<file path="src/sccc_pkg.sv">
// Purpose: Shared constants for the system and module clock control block
// Assumes: APB register word per index, byte address is four times the index
// Notes: Clock sources are modelled as pclk-synchronous levels and edge strobes
package sccc_pkg;
	// ------------------------------------------------------------
	// Register indices
	// ------------------------------------------------------------
	localparam logic [7:0] SCCC_IDX_MCE0 = 8'h63;
	localparam logic [7:0] SCCC_IDX_MCE1 = 8'h64;
	localparam logic [7:0] SCCC_IDX_MCE2 = 8'h65;
	localparam logic [7:0] SCCC_IDX_SYSSEL = 8'h66;
	localparam logic [7:0] SCCC_IDX_I2S_STEP = 8'h67;
	localparam logic [7:0] SCCC_IDX_I2S_MOD = 8'h68;
	localparam logic [7:0] SCCC_IDX_CODEC_DIVIDER_INCREMENT = 8'h6C;
	localparam logic [7:0] SCCC_IDX_CODEC_DIVIDER_MODULUS = 8'h6D;
	localparam logic [7:0] SCCC_IDX_HSSEL = 8'h70;
	localparam int SCCC_ADDR_LSB = 2;
	// ------------------------------------------------------------
	// Reset values
	// ------------------------------------------------------------
	localparam logic [7:0] SCCC_RST_MCE0 = 8'h83;
	localparam logic [7:0] SCCC_RST_MCE1 = 8'h00;
	localparam logic [7:0] SCCC_RST_MCE2 = 8'h30;
	localparam logic [7:0] SCCC_RST_SYSSEL = 8'h06;
	localparam logic [7:0] SCCC_RST_I2S_STEP = 8'h00;
	localparam logic [7:0] SCCC_RST_I2S_MOD = 8'h02;
	localparam logic [7:0] SCCC_RST_CODEC_DIVIDER_INCREMENT = 8'h01;
	localparam logic [7:0] SCCC_RST_CODEC_DIVIDER_MODULUS = 8'h02;
	localparam logic [7:0] SCCC_RST_HSSEL = 8'h00;
	// ------------------------------------------------------------
	// Writable bit masks, reserved bits read zero
	// ------------------------------------------------------------
	localparam logic [7:0] SCCC_MASK_MCE1 = 8'h9F;
	localparam logic [7:0] SCCC_MASK_MCE2 = 8'h3F;
	localparam logic [7:0] SCCC_MASK_HSSEL = 8'h01;
	// ------------------------------------------------------------
	// Field positions
	// ------------------------------------------------------------
	localparam int SCCC_DIV_MSB = 4;
	localparam int SCCC_SRC_MSB = 6;
	localparam int SCCC_SRC_LSB = 5;
	localparam int SCCC_FHS_LO_BIT = 7;
	localparam int SCCC_FHS_HI_BIT = 0;
	localparam int SCCC_DIVEN_BIT = 7;
	localparam int SCCC_STEP_MSB = 6;
	localparam int SCCC_USB_EN_BIT = 3;
	localparam int SCCC_STIMER_EN_BIT = 1;
	// ------------------------------------------------------------
	// Encodings
	// ------------------------------------------------------------
	localparam logic [1:0] SCCC_SRC_RC = 2'h0;
	localparam logic [1:0] SCCC_SRC_FHS = 2'h1;
	localparam logic [1:0] SCCC_SRC_HSDIV = 2'h2;
	localparam logic [1:0] SCCC_SRC_32M = 2'h3;
	localparam logic [1:0] SCCC_FHS_48M = 2'h0;
	localparam logic [1:0] SCCC_FHS_RC = 2'h1;
	// Two of every three input edges are passed by a 2/3 divider
	localparam logic [1:0] SCCC_DIV23_DROP = 2'h2;
	typedef enum logic [1:0] {
		SCCC_SW_RUN = 2'b00,
		SCCC_SW_WAIT = 2'b01
	} sccc_sw_state_t;
endpackage

</file>
<file path="src/sccc_frac_div.sv">
// Purpose: Step/mod fractional divider on the 48 MHz edge strobe
// Assumes: Software keeps mod at least twice step
// Notes: Output level toggles at most once per input strobe
`timescale 1ns/1ps
`default_nettype none
module sccc_frac_div #(
	parameter int STEP_W = 7,
	parameter int MOD_W = 8
) (
	input wire logic pclk,
	input wire logic presetn,
	input wire logic tick_48m,
	input wire logic enable,
	input wire logic [STEP_W-1:0] step,
	input wire logic [MOD_W-1:0] modulus,
	output logic clk_level,
	output logic clk_tick
);
	localparam int ACC_W = MOD_W + 1;
	initial begin
		if (STEP_W + 1 > MOD_W) begin
			$error("sccc_frac_div: step field too wide for modulus");
		end
	end
	logic [ACC_W-1:0] acc_q;
	logic [ACC_W-1:0] sum;
	logic wrap;
	// ------------------------------------------------------------
	// Phase accumulator, doubled step gives two toggles per period
	// ------------------------------------------------------------
	assign sum = acc_q + ACC_W'({step, 1'b0});
	assign wrap = (sum >= ACC_W'(modulus));
	always_ff @(posedge pclk or negedge presetn) begin
		if (!presetn) begin
			acc_q <= '0;
		end else if (!enable) begin
			acc_q <= '0;
		end else if (tick_48m) begin
			acc_q <= wrap ? ACC_W'(sum - ACC_W'(modulus)) : sum;
		end
	end
	always_ff @(posedge pclk or negedge presetn) begin
		if (!presetn) begin
			clk_level <= 1'b0;
		end else if (!enable) begin
			clk_level <= 1'b0;
		end else if (tick_48m && wrap) begin
			clk_level <= ~clk_level;
		end
	end
	always_ff @(posedge pclk or negedge presetn) begin
		if (!presetn) begin
			clk_tick <= 1'b0;
		end else begin
			clk_tick <= enable && tick_48m && wrap && !clk_level;
		end
	end
endmodule
`default_nettype wire

</file>
<file path="src/sccc_clock_ctrl.sv">
// Purpose: System clock selection, module clock gating, audio clock dividers
// Assumes: Oscillator inputs are pclk-synchronous levels, far slower than pclk
// Notes: Derived clocks leave as one-cycle strobes per rising edge, except i2s_clock and codec_clock, which leave as levels
`timescale 1ns/1ps
`default_nettype none
module sccc_clock_ctrl
	import sccc_pkg::*;
#(
	parameter int ADDR_W = 12,
	parameter int DIV_W = 5
) (
	input wire logic pclk,
	input wire logic presetn,
	input wire logic psel,
	input wire logic penable,
	input wire logic pwrite,
	input wire logic [ADDR_W-1:0] paddr,
	input wire logic [31:0] pwdata,
	output logic [31:0] prdata,
	output logic pready,
	output logic pslverr,
	input wire logic rc_osc_24m_clock,
	input wire logic crystal_clock_a,
	output logic sys_clock_tick,
	output logic high_speed_clock,
	output logic stimer_clock_tick,
	output logic usb_clock_tick,
	output logic i2s_clock,
	output logic codec_clock,
	output logic [23:0] module_clock_tick,
	output logic [1:0] sys_src_active
);
	initial begin
		if (ADDR_W < SCCC_ADDR_LSB + 9 || DIV_W != SCCC_DIV_MSB + 1) begin
			$error("sccc_clock_ctrl: unsupported parameter values");
		end
	end
	// ------------------------------------------------------------
	// Helpers
	// ------------------------------------------------------------
	function automatic logic rise(input logic prev, input logic cur);
		return cur && !prev;
	endfunction
	function automatic logic [1:0] mod3_next(input logic [1:0] cnt);
		return (cnt == SCCC_DIV23_DROP) ? 2'h0 : 2'(cnt + 2'h1);
	endfunction
	function automatic logic sel_tick(input logic [1:0] sel, input logic [3:0] ticks);
		return ticks[sel];
	endfunction
	// ------------------------------------------------------------
	// Registers
	// ------------------------------------------------------------
	logic [7:0] mce0_q;
	logic [7:0] mce1_q;
	logic [7:0] mce2_q;
	logic [7:0] syssel_q;
	logic [7:0] i2s_step_q;
	logic [7:0] i2s_mod_q;
	logic [7:0] codec_divider_increment_q;
	logic [7:0] codec_divider_modulus_q;
	logic [7:0] hssel_q;
	logic [7:0] word_idx;
	logic idx_hit;
	logic access;
	logic wr_en;
	logic [7:0] rd_byte;
	assign word_idx = paddr[SCCC_ADDR_LSB +: 8];
	assign access = psel && penable && pready;
	assign wr_en = access && pwrite && idx_hit;
	// ------------------------------------------------------------
	// Address decode
	// ------------------------------------------------------------
	always_comb begin
		idx_hit = 1'b1;
		rd_byte = 8'h00;
		if (paddr[SCCC_ADDR_LSB-1:0] != '0 || paddr[ADDR_W-1:SCCC_ADDR_LSB+8] != '0) begin
			idx_hit = 1'b0;
		end else begin
			unique case (word_idx)
				SCCC_IDX_MCE0: rd_byte = mce0_q;
				SCCC_IDX_MCE1: rd_byte = mce1_q;
				SCCC_IDX_MCE2: rd_byte = mce2_q;
				SCCC_IDX_SYSSEL: rd_byte = syssel_q;
				SCCC_IDX_I2S_STEP: rd_byte = i2s_step_q;
				SCCC_IDX_I2S_MOD: rd_byte = i2s_mod_q;
				SCCC_IDX_CODEC_DIVIDER_INCREMENT: rd_byte = codec_divider_increment_q;
				SCCC_IDX_CODEC_DIVIDER_MODULUS: rd_byte = codec_divider_modulus_q;
				SCCC_IDX_HSSEL: rd_byte = hssel_q;
				default: idx_hit = 1'b0;
			endcase
		end
	end
	// ------------------------------------------------------------
	// APB handshake, one wait state per transfer
	// ------------------------------------------------------------
	always_ff @(posedge pclk or negedge presetn) begin
		if (!presetn) begin
			pready <= 1'b0;
		end else begin
			pready <= psel && penable && !pready;
		end
	end
	always_ff @(posedge pclk or negedge presetn) begin
		if (!presetn) begin
			prdata <= 32'h0000_0000;
			pslverr <= 1'b0;
		end else if (psel && penable && !pready) begin
			prdata <= (!pwrite) ? {24'h00_0000, rd_byte} : 32'h0000_0000;
			pslverr <= !idx_hit;
		end else begin
			prdata <= 32'h0000_0000;
			pslverr <= 1'b0;
		end
	end
	// ------------------------------------------------------------
	// Register writes
	// ------------------------------------------------------------
	always_ff @(posedge pclk or negedge presetn) begin
		if (!presetn) begin
			mce0_q <= SCCC_RST_MCE0;
			mce1_q <= SCCC_RST_MCE1;
			mce2_q <= SCCC_RST_MCE2;
		end else if (wr_en) begin
			if (word_idx == SCCC_IDX_MCE0) begin
				mce0_q <= pwdata[7:0];
			end
			if (word_idx == SCCC_IDX_MCE1) begin
				mce1_q <= pwdata[7:0] & SCCC_MASK_MCE1;
			end
			if (word_idx == SCCC_IDX_MCE2) begin
				mce2_q <= pwdata[7:0] & SCCC_MASK_MCE2;
			end
		end
	end
	always_ff @(posedge pclk or negedge presetn) begin
		if (!presetn) begin
			syssel_q <= SCCC_RST_SYSSEL;
			hssel_q <= SCCC_RST_HSSEL;
		end else if (wr_en) begin
			if (word_idx == SCCC_IDX_SYSSEL) begin
				syssel_q <= pwdata[7:0];
			end
			if (word_idx == SCCC_IDX_HSSEL) begin
				hssel_q <= pwdata[7:0] & SCCC_MASK_HSSEL;
			end
		end
	end
	always_ff @(posedge pclk or negedge presetn) begin
		if (!presetn) begin
			i2s_step_q <= SCCC_RST_I2S_STEP;
			i2s_mod_q <= SCCC_RST_I2S_MOD;
			codec_divider_increment_q <= SCCC_RST_CODEC_DIVIDER_INCREMENT;
			codec_divider_modulus_q <= SCCC_RST_CODEC_DIVIDER_MODULUS;
		end else if (wr_en) begin
			if (word_idx == SCCC_IDX_I2S_STEP) begin
				i2s_step_q <= pwdata[7:0];
			end
			if (word_idx == SCCC_IDX_I2S_MOD) begin
				i2s_mod_q <= pwdata[7:0];
			end
			if (word_idx == SCCC_IDX_CODEC_DIVIDER_INCREMENT) begin
				codec_divider_increment_q <= pwdata[7:0];
			end
			if (word_idx == SCCC_IDX_CODEC_DIVIDER_MODULUS) begin
				codec_divider_modulus_q <= pwdata[7:0];
			end
		end
	end
	// ------------------------------------------------------------
	// Source edge detection and derived strobes
	// ------------------------------------------------------------
	logic rc_prev_q;
	logic xtal_prev_q;
	logic rc_tick;
	logic xtal_tick;
	logic tick_48m;
	logic [1:0] cnt32_q;
	logic [1:0] cnt16_q;
	logic tick_32m;
	logic tick_16m;
	always_ff @(posedge pclk or negedge presetn) begin
		if (!presetn) begin
			rc_prev_q <= 1'b0;
			xtal_prev_q <= 1'b0;
		end else begin
			rc_prev_q <= rc_osc_24m_clock;
			xtal_prev_q <= crystal_clock_a;
		end
	end
	assign rc_tick = rise(rc_prev_q, rc_osc_24m_clock);
	assign xtal_tick = rise(xtal_prev_q, crystal_clock_a);
	assign tick_48m = crystal_clock_a ^ xtal_prev_q;
	always_ff @(posedge pclk or negedge presetn) begin
		if (!presetn) begin
			cnt32_q <= 2'h0;
			cnt16_q <= 2'h0;
		end else begin
			if (tick_48m) begin
				cnt32_q <= mod3_next(cnt32_q);
			end
			if (xtal_tick) begin
				cnt16_q <= mod3_next(cnt16_q);
			end
		end
	end
	assign tick_32m = tick_48m && (cnt32_q != SCCC_DIV23_DROP);
	assign tick_16m = xtal_tick && (cnt16_q != SCCC_DIV23_DROP);
	// ------------------------------------------------------------
	// High-speed clock and its divider
	// ------------------------------------------------------------
	logic [1:0] fhs_code;
	logic fhs_tick;
	logic [DIV_W-1:0] div_val;
	logic [DIV_W-1:0] div_cnt_q;
	logic hsdiv_tick;
	assign fhs_code = {hssel_q[SCCC_FHS_HI_BIT], syssel_q[SCCC_FHS_LO_BIT]};
	always_comb begin
		if (fhs_code[1]) begin
			fhs_tick = xtal_tick;
		end else if (fhs_code == SCCC_FHS_RC) begin
			fhs_tick = rc_tick;
		end else begin
			fhs_tick = tick_48m;
		end
	end
	assign div_val = syssel_q[SCCC_DIV_MSB:0];
	assign hsdiv_tick = fhs_tick && (div_cnt_q >= DIV_W'(div_val - DIV_W'(1)));
	always_ff @(posedge pclk or negedge presetn) begin
		if (!presetn) begin
			div_cnt_q <= '0;
		end else if (hsdiv_tick) begin
			div_cnt_q <= '0;
		end else if (fhs_tick) begin
			div_cnt_q <= DIV_W'(div_cnt_q + DIV_W'(1));
		end
	end
	// ------------------------------------------------------------
	// Glitch-free system source switch
	// ------------------------------------------------------------
	sccc_sw_state_t sw_state_q;
	logic [1:0] src_req;
	logic [1:0] src_act_q;
	logic [3:0] src_ticks;
	logic cur_tick;
	assign src_req = syssel_q[SCCC_SRC_MSB:SCCC_SRC_LSB];
	assign src_ticks = {tick_32m, hsdiv_tick, fhs_tick, rc_tick};
	assign cur_tick = sel_tick(src_act_q, src_ticks);
	always_ff @(posedge pclk or negedge presetn) begin
		if (!presetn) begin
			sw_state_q <= SCCC_SW_RUN;
			src_act_q <= SCCC_SRC_RC;
		end else begin
			unique case (sw_state_q)
				SCCC_SW_RUN: begin
					if (src_req != src_act_q) begin
						sw_state_q <= SCCC_SW_WAIT;
					end
				end
				SCCC_SW_WAIT: begin
					if (cur_tick) begin
						src_act_q <= src_req;
						sw_state_q <= SCCC_SW_RUN;
					end
				end
			endcase
		end
	end
	// ------------------------------------------------------------
	// Registered clock outputs
	// ------------------------------------------------------------
	logic i2s_level;
	logic codec_level;
	always_ff @(posedge pclk or negedge presetn) begin
		if (!presetn) begin
			sys_clock_tick <= 1'b0;
			high_speed_clock <= 1'b0;
			stimer_clock_tick <= 1'b0;
			usb_clock_tick <= 1'b0;
			module_clock_tick <= 24'h00_0000;
			sys_src_active <= SCCC_SRC_RC;
			i2s_clock <= 1'b0;
			codec_clock <= 1'b0;
		end else begin
			sys_clock_tick <= cur_tick;
			high_speed_clock <= fhs_tick;
			stimer_clock_tick <= tick_16m && mce1_q[SCCC_STIMER_EN_BIT];
			usb_clock_tick <= tick_48m && mce0_q[SCCC_USB_EN_BIT];
			module_clock_tick <= {mce2_q, mce1_q, mce0_q} & {24{cur_tick}};
			sys_src_active <= src_act_q;
			i2s_clock <= i2s_level;
			codec_clock <= codec_level;
		end
	end
	// ------------------------------------------------------------
	// Audio clock dividers
	// ------------------------------------------------------------
	sccc_frac_div #(
		.STEP_W(SCCC_STEP_MSB + 1),
		.MOD_W(8)
	) u_i2s_div (
		.pclk(pclk),
		.presetn(presetn),
		.tick_48m(tick_48m),
		.enable(i2s_step_q[SCCC_DIVEN_BIT]),
		.step(i2s_step_q[SCCC_STEP_MSB:0]),
		.modulus(i2s_mod_q),
		.clk_level(i2s_level),
		.clk_tick()
	);
	sccc_frac_div #(
		.STEP_W(SCCC_STEP_MSB + 1),
		.MOD_W(8)
	) u_codec_div (
		.pclk(pclk),
		.presetn(presetn),
		.tick_48m(tick_48m),
		.enable(codec_divider_increment_q[SCCC_DIVEN_BIT]),
		.step(codec_divider_increment_q[SCCC_STEP_MSB:0]),
		.modulus(codec_divider_modulus_q),
		.clk_level(codec_level),
		.clk_tick()
	);
endmodule
`default_nettype wire

</file>
<file path="config.mk">
export PLATFORM = sky130hd
export DESIGN_NAME = sccc_clock_ctrl
export DESIGN_NICKNAME = d
export VERILOG_FILES = /design/src/sccc_pkg.sv /design/src/sccc_frac_div.sv /design/src/sccc_clock_ctrl.sv
export SDC_FILE = /design/constraint.sdc
export NUM_CORES = 1
export LEC_CHECK = 0
export ABC_CLOCK_PERIOD_IN_PS = 5750
export BUFFER_PORTS_ARGS = -buffer_cell sky130_fd_sc_hd__buf_2
export CELL_PAD_IN_SITES_DETAIL_PLACEMENT = 0
export CELL_PAD_IN_SITES_GLOBAL_PLACEMENT = 1
export CORE_ASPECT_RATIO = 1.75
export CORE_MARGIN = 5
export CORE_UTILIZATION = 49
export CTS_CLUSTER_DIAMETER = 60
export DETAILED_ROUTE_END_ITERATION = 8
export PLACE_DENSITY = 0.9
export REMOVE_ABC_BUFFERS = 1
export SLEW_MARGIN = 20
export SYNTH_ARGS = -nofsm -noshare
export SYNTH_HDL_FRONTEND = slang
export SYNTH_HIERARCHICAL = 1
export SYNTH_SLANG_ARGS = --single-unit
</file>
<file path="constraint.sdc">
create_clock -name pclk -period 5.75 [get_ports pclk]
set_clock_uncertainty 0.1 [all_clocks]
set_input_delay 0.2875 -clock pclk [delete_from_list [all_inputs] [get_ports pclk]]
set_output_delay 0.2875 -clock pclk [all_outputs]
set_load 0.01 [all_outputs]
</file>
# --- Yosys cells after proc, flatten, opt, wreduce, memory -nomap -nowiden ---
# Index checks and enable logic that the tools add are counted.
op_classes:
  mux: 28
  eq_ne: 22
  n_reduce_logical: 35
  addsub: 8
  bitwise: 4
  n_lt_le_gt_ge: 4
ops:
  columns: ["cell", "n"]
  rows:
  - ["== test 8 x 7 -> 1 bit (second input constant)", 9]
  - ["one-hot mux 8 bit (9 select lines)", 1]
  - ["2-to-1 mux 9 bit", 6]
  - ["AND 22 x 24 -> 24 bit", 1]
  - ["2-to-1 mux 8 bit", 3]
  - ["AND reduction 2 bit", 11]
  - ["adder 9 x 8 -> 9 bit", 2]
  - ["greater-or-equal comparator 9 x 8 -> 1 bit", 2]
  - ["subtractor 9 x 8 -> 9 bit", 2]
  - ["logical AND 1 bit", 14]
  - ["2-to-1 mux 1 bit", 10]
  - ["2-to-1 mux 5 bit", 2]
  - ["OR reduction 9 bit", 1]
  - ["2-to-1 mux 2 bit", 4]
  - ["!= test 2 x 1 -> 1 bit (second input constant)", 4]
  - ["!= test 2 bit (second input constant)", 4]
  - ["nonzero test 2 bit", 3]
  - ["adder 5 x 1 -> 5 bit (second input constant)", 1]
  - ["greater-or-equal comparator 5 bit", 1]
  - ["subtractor 5 x 1 -> 5 bit (second input constant)", 1]
  - ["adder 2 x 1 -> 2 bit (second input constant)", 2]
  - ["== test 2 x 1 -> 1 bit (second input constant)", 2]
  - ["== test 2 bit (second input constant)", 2]
  - ["logical NOT 1 bit", 4]
  - ["8 further kinds", 9]
word_totals:
  ff_bits: 162
  out_inout_bits: 66
  wordCells: 132
  in_bits: 51

# --- Depth between registers and ports, before layout ---
# Gate-level depths: netlist of the first run.
logic_depth:
  ltp_word: 9
  mapped_depth: 14
  ltp_nobuf: 13

# --- Hierarchy ---
# Netlist of the first run, hierarchy kept.
modules_own_cells:
  columns: ["module", "seq_area_each_um2", "area_each_um2", "cells_each", "n_inst"]
  rows:
  - ["sccc_clock_ctrl", 2840.2, 5278.8, 429, 1]
  - ["sccc_frac_div (u_i2s_div)", 275.3, 1351.3, 160, 1]
  - ["sccc_frac_div (u_codec_div)", 275.3, 1214.9, 138, 1]

# --- Worst setup path before layout of the first run ---
# No wires, ideal clock.
synth_timing:
  path_type: "reg2reg"
  from: "register codec_divider_increment_q[0]"
  to: "register u_codec_div.acc_q[1]"
  period_less_slack_ns: 3.443
  path_slack_ns: 2.307
  path_stages_with_launch: 13
  required_ns: 5.524
  setup_ns: 0.126
  t_arrival_ns: 3.217
  path_cell_list: "dfstp_2 ha_1 fa_1 a21o_2 a21oi_1 xnor2_1 ha_1 o21a_1 o221a_2 or3_1 buf_6 buf_8 a221o_1"
synth_via:
  elab_chain_len: 5
  word_cells_on_any_way: 6
synth_rtl:
  columns: ["element", "line", "text"]
  rows:
  - ["from (decl)", "sccc_clock_ctrl.sv:59", "logic [7:0] codec_divider_increment_q;"]
  - ["from (signal assigned)", "sccc_clock_ctrl.sv:162", "codec_divider_increment_q <= pwdata[7:0];"]
  - ["adder 9 x 8 -> 9 bit *", "sccc_frac_div.sv:31", "assign sum = acc_q + ACC_W'({step, 1'b0});"]
  - ["subtractor 9 x 8 -> 9 bit / greater-or-equal comparator 9 x 8 -> 1 bit (equally long branches)", "sccc_frac_div.sv:39, sccc_frac_div.sv:32", null]
  - ["2-to-1 mux 9 bit *", "sccc_frac_div.sv:39", "acc_q <= wrap ? ACC_W'(sum - ACC_W'(modulus)) : sum;"]
  - ["2-to-1 mux 9 bit *", "sccc_frac_div.sv:38", "end else if (tick_48m) begin"]
  - ["2-to-1 mux 9 bit *", "sccc_frac_div.sv:36", "end else if (!enable) begin"]
  - ["to (signal assigned)", "sccc_frac_div.sv:39", null]
  - ["to (decl)", "sccc_frac_div.sv:25", "logic [ACC_W-1:0] acc_q;"]
# Every way passes the cells marked *; elsewhere a longest branch is shown, timed or not. The select of a mux whose other input is x is not followed.
# A chain may end at the register's enable or synchronous reset.

# --- Worst setup path in the final report of the first run ---
layout_timing:
  from: "register i2s_step_q[0]"
  to: "register u_i2s_div.acc_q[4]"
layout_via:
  elab_chain_len: 5
  word_cells_on_any_way: 6
layout_rtl:
  columns: ["element", "line", "text"]
  rows:
  - ["from (decl)", "sccc_clock_ctrl.sv:57", "logic [7:0] i2s_step_q;"]
  - ["from (signal assigned)", "sccc_clock_ctrl.sv:156", "i2s_step_q <= pwdata[7:0];"]
  - ["adder 9 x 8 -> 9 bit *", "sccc_frac_div.sv:31", null]
  - ["subtractor 9 x 8 -> 9 bit / greater-or-equal comparator 9 x 8 -> 1 bit (equally long branches)", "sccc_frac_div.sv:39, sccc_frac_div.sv:32", null]
  - ["2-to-1 mux 9 bit *", "sccc_frac_div.sv:39", null]
  - ["2-to-1 mux 9 bit *", "sccc_frac_div.sv:38", null]
  - ["2-to-1 mux 9 bit *", "sccc_frac_div.sv:36", null]
  - ["to (signal assigned)", "sccc_frac_div.sv:39", null]
  - ["to (decl)", "sccc_frac_div.sv:25", null]
# Marks and branches as above.

==> results.json, run 1 <==
{
  "status": "finished clean",
  "drv_cap": 0,
  "cts_buffers": 17,
  "crit_family": "compound AO/OA/AOI/OAI gates",
  "drtPass1Iterations": 5,
  "yosys_warnings": 6,
  "worstPathRequired_ns": 5.97,
  "wl_um": 19200,
  "place_congestion": 0.907,
  "crit_path_max_fanout": 7,
  "max_freq_ghz": 0.265,
  "num_vias": 5827,
  "antenna_found_initial": 0,
  "syn_inst": 724,
  "ir_drop_mv": 0.172,
  "cp_slowest_stage_delay_ns": 0.45,
  "ios": 117,
  "portBuffers": 64,
  "cp-start-kind": "flip-flop",
  "vias_per_cell": 5.87,
  "cpMostUsedCell": "a211oi_1",
  "netlist_area_um2": 7790,
  "diodes": 0,
  "fillCellCount": 1364,
  "p_per_area_nw_per_um2": 265,
  "die-area_um2": 18600,
  "rsz0062_at_grt": "false",
  "setup_viol": 0,
  "initial_core_util_pct": 49.3,
  "worstMarginPinSlew_ns": 0.817,
  "power_frac_comb_pct": 9.4,
  "cts.sinks": 133,
  "grt_pass1_wl_um": 31400,
  "stdcell_area_um2": 8780,
  "crit_type": "flip-flop to flip-flop",
  "drt-initial-drc-count": 279,
  "slew_viol_final": 0,
  "switching_share_pct": 26.8,
  "dp.cells": 957,
  "grt_overflow": 0,
  "grt_max_degree": 86,
  "drive_above_1_share_pct": 26.2,
  "cts-root-buf": "clkbuf_16",
  "fin_crit_sh_pct": 65.5,
  "htreeDepth": 4,
  "layout_min_cycle_time_ns": 3.77,
  "critPathBufInv": 0,
  "post_cts_buffers": 0,
  "drc": 0,
  "cts_tree": "yes",
  "coreArea_um2": 15800,
  "clock_path_buffers": 2,
  "num_rows": 61,
  "final_nets": 883,
  "syn_to_final_growth_pct": 12.7,
  "p_sw_w": 0.000625,
  "hold_path_class": "input port to flip-flop",
  "track_usage_pct": 21.4,
  "avgSynthCellArea_um2": 10.8,
  "tns_ns": 0,
  "endpoint_kind": "flip-flop",
  "finalPower_w": 0.00233,
  "timing.hold.ws_ns": 0.0864,
  "dp.final_hpwl_um": 14500,
  "dpl_cell_area_um2": 8150,
  "die_w_um": 105,
  "seqPwrFrac_pct": 43.8,
  "instances_no_fill": 992,
  "grt_pass1_vias": 6082,
  "leakagePower_nw": 4.28,
  "clkLatencyLatePin_ns": 0.43,
  "ant_nets": 0,
  "die_h_um": 177,
  "path_cells": "ha_1, fa_1, a211oi_1, o211ai_1, o41a_1, nand2_1, ha_1, and3_1, a221oi_1, and2_1, a211oi_1, a211oi_1",
  "clkPwrFrac_pct": 46.8,
  "final_hold_viol_count": 0,
  "p_int_w": 0.00171,
  "clkTransAtPathRegs_ns": 0.06,
  "wire_per_inst_um": 19.4,
  "cp.arrival_ns": 3.99,
  "relSlewSlack_pct": 45.3,
  "crit_slowest_cell": "fa_1"
}
-- metal layers --
| layer | global-route usage (%) | wire length (um) | share of wire, % |
|---|---|---|---|
| met1 | 21.4 | 6780 | 35 |
| met2 | 40.4 | 10500 | 55 |
| met3 | 3.98 | 730 | 3.8 |
| met4 | 12.9 | 1200 | 6.2 |
| met5 | 0 | 0 | 0 |
-- power by group through the flow --
stage / clock network, W / logic (W) / registers, W
global route: 0.00115 / 0.000250 / 0.00103
detailed placement: 0 / 0.000215 / 0.00104
global placement: 0 / 0.000210 / 0.00104
CTS: 0.00111 / 0.000218 / 0.00102
floorplan: 0 / 0.000125 / 0.00103
finish: 0.00109 / 0.000219 / 0.00102
-- registers in the layout (all words and copies together), names as in the netlist, 5 cells and up --
| name | flops |
|---|---|
| module_clock_tick | 20 |
| u_codec_div/acc_q | 9 |
| u_i2s_div/acc_q | 9 |
| codec_divider_increment_q | 8 |
| codec_divider_modulus_q | 8 |
| i2s_mod_q | 8 |
| i2s_step_q | 8 |
| mce0_q | 8 |
| prdata | 8 |
| syssel_q | 8 |
| mce1_q | 6 |
| mce2_q | 6 |
| div_cnt_q | 5 |
-- cells in the final DEF, fill, tap and decap left out, types with 4 or more instances in the layout --
master / instances
clkinv_4: 5
mux2_2: 64
nand2b_1: 9
clkbuf_16: 17
a221oi_1: 8
and2_1: 4
nor2b_1: 32
a21oi_1: 25
ha_1: 38
dfrtp_1: 123
and3_1: 10
buf_2: 63
xor2_1: 10
inv_1: 35
clkinvlp_4: 4
a22o_1: 7
nor2_1: 40
a211oi_1: 14
buf_4: 4
mux2i_1: 11
xnor2_1: 14
o21bai_1: 5
dfstp_2: 10
o21a_1: 4
nand3_1: 18
o21ai_0: 35
nor3_1: 11
a21o_1: 11
conb_1: 28
a31oi_1: 5
o211ai_1: 7
fa_1: 4
nand2_1: 35
-- metrics by stage --
stage	setup WS, ns	utilization, %
2_1_floorplan	2.26	-
3_3_place_gp	2.03	51.6
3_5_place_dp	1.99	51.6
4_1_cts	1.99	55.5
5_1_grt	1.72	55.6
6_report	1.98	55.6
-- timing repair --
item | 4_1_cts | 5_1_grt
hold buffers | 3 | 0
endpoints found under the hold margin | 79 | 0
gates resized for setup | 0 | 0
-- final cells by class --
cell class	instances	area (um2)	share of cell area [%]
multi-input combinational	531	4080	46.5
sequential	133	3340	38.0
clock buffer	17	425	4.84
timing repair buffer	71	387	4.40
tap	189	236	2.69
clock inverter	15	174	1.98
inverter	36	135	1.54
-- tightest hold or removal path: stages --
cell	delay [ns]
buf_2	0.10
nand2_1	0.04
or2_2	0.11
inv_1	0.03
-- path summary, 6_finish.rpt --
kind	from	end	slack [ns]	cells past startpoint
worst max-delay path	i2s_step_q[0]	u_i2s_div/acc_q[4]	1.98	12
worst min-delay path	penable	pready	0.09	4
worst max register to register	i2s_step_q[0]	u_i2s_div/acc_q[4]	1.98	12
worst min register to register	u_i2s_div/clk_level	i2s_clock	0.30	0
max in group asynchronous	presetn	prdata[7]	4.08	3
min in group asynchronous	presetn	sys_clock_tick	0.37	2
No activity file was read; power rests on OpenSTA's default activity.
==> inputs of run 2 (changes only) <==
--- a/config.mk
+++ b/config.mk
@@ -5,16 +5,16 @@
 export SDC_FILE = /design/constraint.sdc
 export NUM_CORES = 1
 export LEC_CHECK = 0
-export ABC_CLOCK_PERIOD_IN_PS = 5750
+export ABC_CLOCK_PERIOD_IN_PS = 3800
 export BUFFER_PORTS_ARGS = -buffer_cell sky130_fd_sc_hd__buf_2
 export CELL_PAD_IN_SITES_DETAIL_PLACEMENT = 0
 export CELL_PAD_IN_SITES_GLOBAL_PLACEMENT = 1
 export CORE_ASPECT_RATIO = 1.75
 export CORE_MARGIN = 5
-export CORE_UTILIZATION = 49
+export CORE_UTILIZATION = 46
 export CTS_CLUSTER_DIAMETER = 60
 export DETAILED_ROUTE_END_ITERATION = 8
-export PLACE_DENSITY = 0.9
+export PLACE_DENSITY = 0.85
 export REMOVE_ABC_BUFFERS = 1
 export SLEW_MARGIN = 20
 export SYNTH_ARGS = -nofsm -noshare
==> constraint.sdc (replaced) <==
create_clock -name pclk -period 3.8 [get_ports pclk]
set_clock_uncertainty 0.1 [all_clocks]
set_input_delay 0.19 -clock pclk [delete_from_list [all_inputs] [get_ports pclk]]
set_output_delay 0.19 -clock pclk [all_outputs]
set_load 0.01 [all_outputs]
==> run 2 against run 1 <==
Against the previous run:
- setup slack worse by 1.7 ns
- global-route usage shrank 1.3 points
- register-to-register slack worse by 1.7 ns
- final area up 1.9%
- clock-buffer cell count up 3
- hold slack worse by 0.071 ns
- die area up 6.0%
- critical path type unchanged
- combinational power increased by 51%
- critical path depth unchanged
- largest cell class unchanged
- largest power group unchanged
==> results.json, run 2 (same netlist as run 1, synthesis figures left out) <==
{
  "ir_drop_mv": 0.304,
  "vias_per_cell": 5.49,
  "place_congestion": 0.888,
  "crit_path_max_fanout": 6,
  "grt_overflow": 0,
  "layout_common_cells": "dfrtp_1 (123), mux2_2 (64), buf_2 (63), nor2_1 (39), ha_1 (38)",
  "min_path_cells": 4,
  "syn_to_final_growth_pct": 14.8,
  "portBuffers": 64,
  "diodes": 0,
  "clkTransAtPathRegs_ns": 0.06,
  "fin_crit_sh_pct": 92.7,
  "wl_um": 19000,
  "ios": 117,
  "cts-root-buf": "clkbuf_16",
  "largest_reg_flops": 20,
  "drive_above_1_share_pct": 27.0,
  "crit_start": "i2s_step_q[0]",
  "cts_tree": "yes",
  "max_freq_ghz": 0.284,
  "hold_end": "pready",
  "ant_nets": 0,
  "max_flop_register": "module_clock_tick",
  "crit_type": "flip-flop to flip-flop",
  "cpMostUsedCell": "ha_1",
  "p_per_area_nw_per_um2": 415,
  "drc": 0,
  "r2r-start": "i2s_step_q[0]",
  "endpoint_kind": "flip-flop",
  "coreArea_um2": 16800,
  "path_cells": "ha_1, fa_1, a21o_2, a21oi_1, xnor2_1, ha_1, and3_1, a221oi_2, o21bai_1, a21o_1, or3_1, a31oi_1",
  "leakagePower_nw": 4.34,
  "num_rows": 63,
  "num_vias": 5683,
  "layout_min_cycle_time_ns": 3.52,
  "layout_commonest_cell": "dfrtp_1",
  "worst-r2r-cell-count": 12,
  "layout_setup_ws_ns": 0.279,
  "status": "finished clean",
  "worstHoldStart": "psel",
  "r2r_end": "u_i2s_div/acc_q[8]",
  "clkLatencyLatePin_ns": 0.42,
  "cp-start-kind": "flip-flop",
  "drv_cap": 0,
  "regToRegSetupSlack_ns": 0.28,
  "track_usage_pct": 20.1,
  "worstPathRequired_ns": 4.04,
  "hold_path_class": "input port to flip-flop",
  "wire_per_inst_um": 18.4,
  "grt_pass1_vias": 5853,
  "clock_path_buffers": 2,
  "slew_viol_final": 0,
  "dp.final_hpwl_um": 14600,
  "drtPass1Iterations": 4,
  "antenna_found_initial": 0,
  "rsz0062_at_grt": "false",
  "grt_max_degree": 107,
  "cp_slowest_stage_delay_ns": 0.44,
  "worstMarginPinSlew_ns": 0.988,
  "final_hold_viol_count": 0,
  "htreeDepth": 4,
  "relSlewSlack_pct": 34.2,
  "die_w_um": 108,
  "fillCellCount": 1480,
  "crit_slowest_cell": "fa_1",
  "grt_pass1_wl_um": 30600,
  "initial_core_util_pct": 46.4,
  "setup_viol": 0,
  "die_h_um": 182,
  "drt-initial-drc-count": 259,
  "final_nets": 888,
  "die-area_um2": 19700,
  "cts_buffers": 17,
  "cts.sinks": 133,
  "tns_ns": 0,
  "final_util_pct": 53.3,
  "reg.largest.list": "module_clock_tick x20, u_codec_div/acc_q x9, u_i2s_div/acc_q x9",
  "cp.arrival_ns": 3.76,
  "pre_cts_ws_ns": 0.159
}
## run 2: routing by layer
layer,track usage (%),part of all wire (%),up-vias,routed length [um]
li1,-,-,2712,-
met1,20.5,36,2784,6830
met2,37.7,56,139,10700
met3,3.50,3.0,48,573
met4,10.8,4.7,0,900
met5,0,0,-,0
## run 2: area by class of cell
| class | count | area [um2] | share of cell area (%) |
|---|---|---|---|
| clock inverters | 12 | 200 | 2.24 |
| multi-input cells | 531 | 4090 | 45.7 |
| inverters | 36 | 135 | 1.51 |
| clock buffers | 20 | 467 | 5.22 |
| flip-flops and latches | 133 | 3340 | 37.3 |
| well taps | 227 | 284 | 3.17 |
| repair buffers | 76 | 427 | 4.77 |
## run 2: through the flow
stage               hold WS, ns  instance area (um2)  power (W)  std cells
floorplan                -0.206                 7550    0.00175        700
global placement          0.223                 8220    0.00189        999
detailed placement        0.223                 8220    0.00190        999
CTS                     0.00217                 8930    0.00373       1035
global route             0.0399                 8950    0.00385       1035
finish                   0.0158                 8950    0.00371       1035
## run 2: worst max path at each step
stage	slack, ns	cells after the start	end
floorplan	0.31	11	u_codec_div/acc_q[0]
global route	0.009	13	u_codec_div/acc_q[5]
global placement	0.21	13	u_codec_div/acc_q[4]
finish	0.28	12	u_i2s_div/acc_q[8]
CTS	0.14	12	u_i2s_div/acc_q[5]
detailed placement	0.16	12	u_i2s_div/acc_q[5]
## run 2: power breakdown
part / total [W] / internal [W] / switching, W
Clock: 0.00184 / 0.00122 / 0.000622
Combinational: 0.000330 / 0.000124 / 0.000206
Sequential: 0.00155 / 0.00148 / 0.0000677
Total: 0.00371 / 0.00282 / 0.000896
## run 2: critical path, delay by kind of cell (launching register included)
kind	cells	cell delay, ns
flip-flops	1	0.43
AO/OA/AOI/OAI	6	1.20
adder cells (fa/ha/maj)	3	1.07
XOR/XNOR	1	0.17
AND/OR/NAND/NOR	2	0.49
## run 2: what timing repair did
action	CTS	global route
setup endpoints to repair	0	15
setup buffers	0	0
hold endpoints to repair	101	0
hold buffers	4	0
resized for setup	0	5
